`src/inc/ldtb_pkg.sv`:
```
// Constants shared by the line differential trip block logic.
package ldtb_pkg;
  localparam int AW = 4;
  localparam int DW = 16;
  localparam int IW = 16;
  localparam logic [3:0] OFS_CTRL       = 4'h0;
  localparam logic [3:0] OFS_LOW_THR    = 4'h1;
  localparam logic [3:0] OFS_HIGH_THR   = 4'h2;
  localparam logic [3:0] OFS_MULT       = 4'h3;
  localparam logic [3:0] OFS_TRIP_DELAY = 4'h4;
  localparam logic [3:0] OFS_CT_CORR    = 4'h5;
  localparam logic [3:0] OFS_STATUS     = 4'h6;
  localparam int CTRL_CLK_LSB = 0;
  localparam int CTRL_ELIM    = 4;
  localparam int CTRL_IDMT    = 5;
  localparam int CTRL_TEST    = 6;
  localparam int CTRL_CLEAR   = 7;
  localparam logic [15:0] RST_CTRL       = 16'h0000;
  localparam logic [15:0] RST_LOW_THR    = 16'h0100;
  localparam logic [15:0] RST_HIGH_THR   = 16'h1000;
  localparam logic [15:0] RST_MULT       = 16'h0001;
  localparam logic [15:0] RST_TRIP_DELAY = 16'h0010;
  localparam logic [15:0] RST_CT_CORR    = 16'h1000;
  localparam int CT_FRAC = 12;
  typedef enum logic [1:0] {LS_IDLE, LS_RUN, LS_TRIP} ldtb_ls_t;
endpackage

```
`src/verilog/ldtb_core.sv`:
```
// Line differential trip block: stage logic, zero-sequence handling and inter-trip.
//
// The strobed register port and the address map were left to the implementer.
`timescale 1ns/1ps
module ldtb_core
(
  // Clock and reset.
  input  wire logic                  CORE_CLK,
  input  wire logic                  NRST,
  // Register port.
  input  wire logic [ldtb_pkg::AW-1:0] REG_ADDR,
  input  wire logic [ldtb_pkg::DW-1:0] REG_WDATA,
  input  wire logic                  REG_WR,
  input  wire logic                  REG_RD,
  output logic [ldtb_pkg::DW-1:0]      REG_RDATA,
  // Binary inputs from pins.
  input  wire logic                  BLOCK_ALL,
  input  wire logic                  LOW_STAGE_INHIBIT,
  input  wire logic                  HIGH_THRESH_MULT_ENABLE,
  // Communication supervision.
  input  wire logic                  COMM_SUPERVISION_OK,
  input  wire logic                  COMM_SUPERVISION_SEVERE,
  // Measurements.
  input  wire logic signed [ldtb_pkg::IW-1:0] LOC_IA,
  input  wire logic signed [ldtb_pkg::IW-1:0] LOC_IB,
  input  wire logic signed [ldtb_pkg::IW-1:0] LOC_IC,
  input  wire logic [ldtb_pkg::IW-1:0] DIFF_AMP,
  // Received from the remote end.
  input  wire logic                  RX_LS_PICKUP,
  input  wire logic                  RX_LS_TRIP,
  input  wire logic                  RX_HS_PICKUP,
  input  wire logic                  RX_HS_TRIP,
  input  wire logic                  RX_TEST,
  input  wire logic signed [ldtb_pkg::IW-1:0] RX_IA,
  input  wire logic signed [ldtb_pkg::IW-1:0] RX_IB,
  input  wire logic signed [ldtb_pkg::IW-1:0] RX_IC,
  // Sent to the remote end.
  output logic                       TX_LS_PICKUP,
  output logic                       TX_LS_TRIP,
  output logic                       TX_HS_PICKUP,
  output logic                       TX_HS_TRIP,
  output logic                       TX_TEST,
  output logic signed [ldtb_pkg::IW-1:0] TX_IA,
  output logic signed [ldtb_pkg::IW-1:0] TX_IB,
  output logic signed [ldtb_pkg::IW-1:0] TX_IC,
  // Corrected local currents and remote sample validity.
  output logic signed [ldtb_pkg::IW-1:0] CORR_IA,
  output logic signed [ldtb_pkg::IW-1:0] CORR_IB,
  output logic signed [ldtb_pkg::IW-1:0] CORR_IC,
  output logic                       REM_SAMPLES_VALID,
  // Stage outputs.
  output logic                       LOW_STAGE_PICKUP_LOCAL,
  output logic                       LOW_STAGE_TRIP_LOCAL,
  output logic                       HIGH_STAGE_PICKUP_LOCAL,
  output logic                       HIGH_STAGE_TRIP_LOCAL,
  output logic                       LOW_STAGE_PICKUP_REMOTE,
  output logic                       LOW_STAGE_TRIP_REMOTE,
  output logic                       HIGH_STAGE_PICKUP_REMOTE,
  output logic                       HIGH_STAGE_TRIP_REMOTE,
  output logic                       TRIP,
  output logic                       PROTECTION_OPERABLE
);

  // Removes one third of the phase sum from a phase current.
  function automatic logic signed [ldtb_pkg::IW-1:0] zs_remove
  (
    input logic signed [ldtb_pkg::IW-1:0] ph,
    input logic signed [ldtb_pkg::IW+1:0] sum
  );
    logic signed [ldtb_pkg::IW+1:0] third;
    third = sum / 18'sd3;
    zs_remove = ph - third[ldtb_pkg::IW-1:0];
  endfunction

  // Scales a sample by the CT correction factor.
  function automatic logic signed [ldtb_pkg::IW-1:0] ct_scale
  (
    input logic signed [ldtb_pkg::IW-1:0] ph,
    input logic [ldtb_pkg::DW-1:0]        k
  );
    logic signed [ldtb_pkg::IW+ldtb_pkg::DW:0] prod;
    prod = ph * $signed({1'b0, k});
    ct_scale = prod[ldtb_pkg::CT_FRAC +: ldtb_pkg::IW];
  endfunction

  // Pin synchroniser, two stages.
  logic [4:0] sync_a;
  logic [4:0] sync_b;
  logic       blk;
  logic       blk_ls;
  logic       mult_en;
  logic       comm_ok;
  logic       comm_severe;

  always_ff @(posedge CORE_CLK or negedge NRST)
  begin
    if (!NRST)
    begin
      sync_a <= 5'h00;
      sync_b <= 5'h00;
    end
    else
    begin
      sync_a <= {COMM_SUPERVISION_SEVERE, COMM_SUPERVISION_OK,
                 HIGH_THRESH_MULT_ENABLE, LOW_STAGE_INHIBIT, BLOCK_ALL};
      sync_b <= sync_a;
    end
  end

  assign blk         = sync_b[0];
  assign blk_ls      = sync_b[1];
  assign mult_en     = sync_b[2];
  assign comm_ok     = sync_b[3];
  assign comm_severe = sync_b[4];

  // Settings registers.
  logic [15:0] ctrl;
  logic [15:0] low_thr;
  logic [15:0] high_thr;
  logic [15:0] mult;
  logic [15:0] trip_delay;
  logic [15:0] ct_corr;
  logic [15:0] rdata;
  logic [15:0] next_ctrl;
  logic [15:0] next_low_thr;
  logic [15:0] next_high_thr;
  logic [15:0] next_mult;
  logic [15:0] next_trip_delay;
  logic [15:0] next_ct_corr;
  logic [15:0] next_rdata;
  logic [15:0] status;
  logic        ls_clear;

  always_comb
  begin
    next_ctrl       = ctrl;
    next_low_thr    = low_thr;
    next_high_thr   = high_thr;
    next_mult       = mult;
    next_trip_delay = trip_delay;
    next_ct_corr    = ct_corr;
    next_rdata      = 16'h0000;
    next_ctrl[ldtb_pkg::CTRL_CLEAR] = 1'b0;
    if (REG_WR)
    begin
      case (REG_ADDR)
        ldtb_pkg::OFS_CTRL:       next_ctrl       = {8'h00, REG_WDATA[7:0]};
        ldtb_pkg::OFS_LOW_THR:    next_low_thr    = REG_WDATA;
        ldtb_pkg::OFS_HIGH_THR:   next_high_thr   = REG_WDATA;
        ldtb_pkg::OFS_MULT:       next_mult       = {8'h00, REG_WDATA[7:0]};
        ldtb_pkg::OFS_TRIP_DELAY: next_trip_delay = REG_WDATA;
        ldtb_pkg::OFS_CT_CORR:    next_ct_corr    = REG_WDATA;
        default:                  next_ctrl       = ctrl & 16'hFF7F;
      endcase
    end
    if (REG_RD)
    begin
      case (REG_ADDR)
        ldtb_pkg::OFS_CTRL:       next_rdata = ctrl;
        ldtb_pkg::OFS_LOW_THR:    next_rdata = low_thr;
        ldtb_pkg::OFS_HIGH_THR:   next_rdata = high_thr;
        ldtb_pkg::OFS_MULT:       next_rdata = mult;
        ldtb_pkg::OFS_TRIP_DELAY: next_rdata = trip_delay;
        ldtb_pkg::OFS_CT_CORR:    next_rdata = ct_corr;
        ldtb_pkg::OFS_STATUS:     next_rdata = status;
        default:                  next_rdata = 16'h0000;
      endcase
    end
  end

  always_ff @(posedge CORE_CLK or negedge NRST)
  begin
    if (!NRST)
    begin
      ctrl       <= ldtb_pkg::RST_CTRL;
      low_thr    <= ldtb_pkg::RST_LOW_THR;
      high_thr   <= ldtb_pkg::RST_HIGH_THR;
      mult       <= ldtb_pkg::RST_MULT;
      trip_delay <= ldtb_pkg::RST_TRIP_DELAY;
      ct_corr    <= ldtb_pkg::RST_CT_CORR;
      rdata      <= 16'h0000;
    end
    else
    begin
      ctrl       <= next_ctrl;
      low_thr    <= next_low_thr;
      high_thr   <= next_high_thr;
      mult       <= next_mult;
      trip_delay <= next_trip_delay;
      ct_corr    <= next_ct_corr;
      rdata      <= next_rdata;
    end
  end

  assign REG_RDATA = rdata;
  assign ls_clear  = ctrl[ldtb_pkg::CTRL_CLEAR];

  // Enables of the two stages.
  logic       test;
  logic       blocked;
  logic       ls_en;
  logic       hs_en;
  logic       ls_cond;
  logic       hs_cond;
  logic [23:0] hs_limit;
  logic [3:0] clk_num;
  logic       zs_auto;

  assign test    = ctrl[ldtb_pkg::CTRL_TEST];
  assign blocked = blk | comm_severe | test;
  assign ls_en   = !blocked && !blk_ls;
  assign hs_en   = !blocked;
  assign hs_limit = mult_en ? 24'(high_thr) * 24'(mult[7:0])
                            : {8'h00, high_thr};
  assign hs_cond = hs_en && ({8'h00, DIFF_AMP} > hs_limit);
  assign ls_cond = ls_en && (DIFF_AMP > low_thr);
  assign clk_num = ctrl[ldtb_pkg::CTRL_CLK_LSB +: 4];
  assign zs_auto = clk_num inside {4'h1, 4'h2, 4'h4, 4'h5,
                                   4'h7, 4'h8, 4'hA, 4'hB};

  // Low stage timer.
  ldtb_pkg::ldtb_ls_t ls_state;
  ldtb_pkg::ldtb_ls_t next_ls_state;
  logic [31:0] acc;
  logic [31:0] next_acc;
  logic [31:0] limit;
  logic [31:0] step;
  logic        idmt;

  assign idmt  = ctrl[ldtb_pkg::CTRL_IDMT];
  assign limit = idmt ? 32'(trip_delay) * 32'(low_thr)
                      : {16'h0000, trip_delay};
  assign step  = idmt ? {16'h0000, DIFF_AMP - low_thr} : 32'h0000_0001;

  always_comb
  begin
    next_ls_state = ls_state;
    next_acc      = acc;
    if (ls_clear || !ls_cond || !comm_ok)
    begin
      next_ls_state = ldtb_pkg::LS_IDLE;
      next_acc      = 32'h0000_0000;
    end
    else
    begin
      case (ls_state)
        ldtb_pkg::LS_IDLE:
        begin
          next_ls_state = ldtb_pkg::LS_RUN;
          next_acc      = 32'h0000_0000;
        end
        ldtb_pkg::LS_RUN:
        begin
          next_acc = acc + step;
          if (next_acc >= limit)
            next_ls_state = ldtb_pkg::LS_TRIP;
        end
        ldtb_pkg::LS_TRIP: next_ls_state = ldtb_pkg::LS_TRIP;
        default:           next_ls_state = ldtb_pkg::LS_IDLE;
      endcase
    end
  end

  always_ff @(posedge CORE_CLK or negedge NRST)
  begin
    if (!NRST)
    begin
      ls_state <= ldtb_pkg::LS_IDLE;
      acc      <= 32'h0000_0000;
    end
    else
    begin
      ls_state <= next_ls_state;
      acc      <= next_acc;
    end
  end

  // Stage and inter-trip outputs.
  logic [13:0] outs;
  logic [13:0] next_outs;
  logic        rem_ok;

  assign rem_ok = !blocked;

  always_comb
  begin
    next_outs     = 14'h0000;
    next_outs[0]  = ls_en && ls_state != ldtb_pkg::LS_IDLE;
    next_outs[1]  = ls_en && ls_state == ldtb_pkg::LS_TRIP;
    next_outs[2]  = hs_cond;
    next_outs[3]  = hs_cond;
    next_outs[4]  = rem_ok && ls_en && RX_LS_PICKUP;
    next_outs[5]  = rem_ok && ls_en && RX_LS_TRIP;
    next_outs[6]  = rem_ok && hs_en && RX_HS_PICKUP;
    next_outs[7]  = rem_ok && hs_en && RX_HS_TRIP;
    if (ls_clear)
      next_outs[7:0] = 8'h00;
    next_outs[8]  = next_outs[1] | next_outs[3]
                  | next_outs[5] | next_outs[7];
    next_outs[9]  = !blk && !test && !comm_severe;
    next_outs[13:10] = next_outs[3:0];
  end

  always_ff @(posedge CORE_CLK or negedge NRST)
  begin
    if (!NRST)
      outs <= 14'h0000;
    else
      outs <= next_outs;
  end

  assign LOW_STAGE_PICKUP_LOCAL   = outs[0];
  assign LOW_STAGE_TRIP_LOCAL     = outs[1];
  assign HIGH_STAGE_PICKUP_LOCAL  = outs[2];
  assign HIGH_STAGE_TRIP_LOCAL    = outs[3];
  assign LOW_STAGE_PICKUP_REMOTE  = outs[4];
  assign LOW_STAGE_TRIP_REMOTE    = outs[5];
  assign HIGH_STAGE_PICKUP_REMOTE = outs[6];
  assign HIGH_STAGE_TRIP_REMOTE   = outs[7];
  assign TRIP                     = outs[8];
  assign PROTECTION_OPERABLE      = outs[9];
  assign TX_LS_PICKUP             = outs[10];
  assign TX_LS_TRIP               = outs[11];
  assign TX_HS_PICKUP             = outs[12];
  assign TX_HS_TRIP               = outs[13];
  assign status = {6'h00, ls_state, outs[9], comm_severe, comm_ok,
                   RX_TEST, outs[3:0]};

  // Zero-sequence removal, scaling and echo path.
  logic signed [ldtb_pkg::IW+1:0] sum;
  logic signed [ldtb_pkg::IW-1:0] cor [3];
  logic signed [ldtb_pkg::IW-1:0] next_cor [3];
  logic signed [ldtb_pkg::IW-1:0] tx [3];
  logic signed [ldtb_pkg::IW-1:0] next_tx [3];
  logic signed [ldtb_pkg::IW-1:0] loc [3];
  logic signed [ldtb_pkg::IW-1:0] rx [3];
  logic                       tx_test;
  logic                       rem_valid;

  assign loc[0] = LOC_IA;
  assign loc[1] = LOC_IB;
  assign loc[2] = LOC_IC;
  assign rx[0]  = RX_IA;
  assign rx[1]  = RX_IB;
  assign rx[2]  = RX_IC;
  assign sum    = 18'(LOC_IA) + 18'(LOC_IB) + 18'(LOC_IC);

  always_comb
  begin
    for (int i = 0; i < 3; i++)
    begin
      if (zs_auto || ctrl[ldtb_pkg::CTRL_ELIM])
        next_cor[i] = zs_remove(loc[i], sum);
      else
        next_cor[i] = loc[i];
      if (RX_TEST && !test)
        next_tx[i] = -rx[i];
      else
        next_tx[i] = ct_scale(loc[i], ct_corr);
    end
  end

  always_ff @(posedge CORE_CLK or negedge NRST)
  begin
    if (!NRST)
    begin
      for (int i = 0; i < 3; i++)
      begin
        cor[i] <= '0;
        tx[i]  <= '0;
      end
      tx_test   <= 1'b0;
      rem_valid <= 1'b0;
    end
    else
    begin
      for (int i = 0; i < 3; i++)
      begin
        cor[i] <= next_cor[i];
        tx[i]  <= next_tx[i];
      end
      tx_test   <= test;
      rem_valid <= !RX_TEST;
    end
  end

  assign CORR_IA           = cor[0];
  assign CORR_IB           = cor[1];
  assign CORR_IC           = cor[2];
  assign TX_IA             = tx[0];
  assign TX_IB             = tx[1];
  assign TX_IC             = tx[2];
  assign TX_TEST           = tx_test;
  assign REM_SAMPLES_VALID = rem_valid;
endmodule

```
`config.mk`:
```
export PLATFORM = sky130hd
export DESIGN_NAME = ldtb_core
export DESIGN_NICKNAME = d
export VERILOG_FILES = /design/src/inc/ldtb_pkg.sv /design/src/verilog/ldtb_core.sv
export SDC_FILE = /design/constraint.sdc
export NUM_CORES = 2
export LEC_CHECK = 0
export BUFFER_PORTS_ARGS = -buffer_cell sky130_fd_sc_hd__buf_2
export CORE_MARGIN = 3
export CORE_UTILIZATION = 48
export CTS_CLUSTER_DIAMETER = 200
export DETAILED_ROUTE_END_ITERATION = 7
export GPL_TIMING_DRIVEN = 1
export HOLD_SLACK_MARGIN = 0.15
export PLACE_DENSITY_LB_ADDON = 0.12
export SYNTH_ARGS = -nofsm -noshare
export SYNTH_HDL_FRONTEND = slang
export SYNTH_SLANG_ARGS = --single-unit
```
`constraint.sdc`:
```
create_clock -name CORE_CLK -period 9.6 [get_ports CORE_CLK]
set_input_delay 0.96 -clock CORE_CLK [delete_from_list [all_inputs] [get_ports CORE_CLK]]
set_output_delay 0.96 -clock CORE_CLK [all_outputs]
set_load 0.01 [all_outputs]
```
==> impl_metrics.csv <==
group,metric,value,unit
run_status,status,"finished with violations",
run_status,violations,"negative setup slack",
route,drtIter0Drc,3349,
sta,max_freq,90.4,MHz
global_routing,grt-ovfl-total,0,
floorplanning,io_pins,274,
synth,synth.net_count,7691,
synth,syn_inst,6118,
synth,syn_area_per_cell,8.79,µm²
sta,setup_violations,36,
route,wirelength,176,mm
clock_tree,cts_tree,"yes",
critical_path,cp_common_cell,"buf_4",
synth,syn_area,0.0538,mm²
place,gp_congestion,0.914,
synth,synth_edf_count,0,
sta,finalSetupTns,-35.75,ns
final_layout,fill_cells,10096,
critical_path,timing.rr.start,"low_thr[3]",
sta,finClkSkew,0.0507,ns
floorplanning,die-height,341,µm
synth,synth-seq-cells,247,
floorplanning,die-area,0.116,mm²
synth,synth_xor_area_share,4.48,%
final_layout,drive_gt1_share,20.0,%
clock_tree,clk_path_buf_depth,3,
route,viasPerCell,5.42,
place,place_inst,8136,
synth,synth-simple-area-share,16.8,%
sta,hold_viol,0,
critical_path,cp.required,10.12,ns
synth,seq_area_frac_synth,11.5,%
critical_path,start_kind,"primary input",
global_routing,grt_max_degree,91,
synth,ys_types,103,
route,vias,44839,
synth,synth.area.mux_share,2.33,%
sta,finalCriticalPeriod,11.07,ns
sta,relSlewSlack,30.2,%
synth,yosysTopAreaCell,"fa_1",
sta,drv_slew,0,
final_layout,mostFrequentLayoutCell,"inv_1",
synth,async_flop_share,100,%
synth,synthAdderAreaFrac,45.5,%
critical_path,critical-path-max-stage-delay,0.58,ns
critical_path,cp_max_fo,7,
clock_tree,clk_latency,0.64,ns
worst_hold_path,hp-class,"in2async",
route,post_drt_wl_per_cell,21.3,µm
synth,synthTopCellsByArea,"fa_1 (32%), ha_1 (13%), dfrtp_1 (11%), inv_1 (7.7%), nand2_1 (6.0%)",
final_layout,area_growth,18.7,%
critical_path,crit_arrival,11.58,ns
route,antenna_left,0,
place,dp_slack,-2.74,ns
place,port_buffers,273,
critical_path,reg2reg_depth,39,
synth,yosysTopAreaCellShare,32.3,%
critical_path,cp_top_family,"compound AO/OA/AOI/OAI gates",
global_routing,grt_pass1_vias,47023,
floorplanning,start_util,48.5,%
floorplanning,rows,122,
job,drv_cap,0,
critical_path,critPathBufInv,9,
floorplanning,core-area,0.111,mm²
final_layout,layout_common_cells,"inv_1 (1,091), fa_1 (858), nand2_1 (857), buf_4 (610), ha_1 (543)",
floorplanning,die_x,341,µm
global_routing,antenna_found_initial,13,
route,first_pass_iters,6,
route,drc,0,
critical_path,crit_slowest_cell,"fa_1",
sta,grt_setup_unrepaired,"true",
synth,synth_top_family_by_area,"adder cells",
critical_path,timing.rr.end,"ls_state[0]",
clock_tree,numCtsBuffers,36,
final_layout,nNetsFinal,8320,
clock_tree,path_clk_slew,0.06,ns
sta,post-route-period-util,115,%
synth,synth_flop_cell,"dfrtp_1",
clock_tree,cts_hold_buf,0,
synth,synth-compound-area-share,9.43,%
sta,worstMarginPinSlew,1.05,ns
synth,yosysWarnings,0,
critical_path,r2r_setup_slack,0.53,ns
sta,fin_ws,-1.47,ns
clock_tree,h-tree-depth,2,
clock_tree,cts_root_buf,"clkbuf_16",
final_layout,finalNonFillerCells,8270,
critical_path,path_class,"in2reg",
clock_tree,clock_sinks,247,
global_routing,grt_pass1_wl,277,mm
final_layout,fin_util,57.5,%
global_routing,grt.total_usage,31.0,%
critical_path,cp-end-kind,"register",
place,dp_hpwl,139,mm
synthesized netlist by cell type, types with 57 or more instances:
cell and instances:
nor3_1 79, mux2_2 82, inv_1 1101, xnor2_1 216, fa_1 867, clkbuf_1 288, nor2_1 165, dfrtp_1 242
a21oi_1 183, nand2_1 864, nand2b_1 70, xor2_1 57, a21o_1 76, and2_1 438, ha_1 560, o21ai_0 164
sequential cells by signal, indices dropped and copies added (netlist names), 5 cells and up:
register,flops
CORR_IA,16
CORR_IB,16
CORR_IC,16
REG_RDATA,16
TX_IA,16
TX_IB,16
TX_IC,16
acc,32
ct_corr,16
ctrl,8
high_thr,16
low_thr,16
mult,8
outs,9
sync_a,5
sync_b,5
trip_delay,16
worst max path at each step:
| stage | startpoint | cells past startpoint | end |
|---|---|---|---|
| 2_1_floorplan | LOC_IA[1] | 56 | CORR_IC[15] |
| 3_3_place_gp | LOC_IA[0] | 56 | CORR_IC[15] |
| 3_5_place_dp | LOC_IA[0] | 56 | CORR_IC[15] |
| 4_1_cts | LOC_IA[5] | 51 | CORR_IC[15] |
| 5_1_grt | LOC_IA[4] | 54 | CORR_IC[13] |
| 6_report | LOC_IA[4] | 52 | CORR_IC[15] |
stage by stage:
stage,hold WS (ns),area [µm²]
floorplan,0.331,54400
global placement,0.334,60800
detailed placement,0.336,60800
CTS,0.329,63300
global route,0.350,63800
finish,0.335,63800
layer usage:
metal	up-vias	share of wire [%]	global-route usage (%)	wire length (µm)
met3	283	7.0	4.95	12300
met1	22667	45	43.5	78600
met2	1427	45	48.9	79100
met4	0	3.7	10.4	6550
met5	-	0	0	0
li1	20462	-	-	-
area by class of cell:
type / instances / area [µm²] / share of cell area [%]
Multi-Input combinational cell: 4449 / 43900 / 68.8
Timing Repair Buffer: 910 / 6360 / 9.97
Sequential cell: 247 / 6200 / 9.72
Inverter: 1103 / 4160 / 6.51
Tap cell: 1488 / 1860 / 2.92
Clock buffer: 45 / 995 / 1.56
Clock inverter: 21 / 345 / 0.541
Antenna cell: 7 / 17.5 / 0.0274
what timing repair did:
item / CTS / global route
pin swaps: 89 / 81
gates resized for setup: 135 / 130
endpoints found under the setup margin: 43 / 44
setup buffers: 71 / 26
cells by family (layout without fill, tap and decap cells):
group	after synthesis	count (layout)
AND/OR/NAND/NOR	1862	1862
XOR/XNOR	274	274
flip-flops	247	247
multiplexers	115	115
adder cells (fa/ha/maj)	1437	1437
AO/OA/AOI/OAI	761	761
other	0	7
buffers and inverters	1422	2079
Power is left out: the tool's default activity adds up to more than one toggle a clock period on the data nets, which glitch-free logic cannot reach.
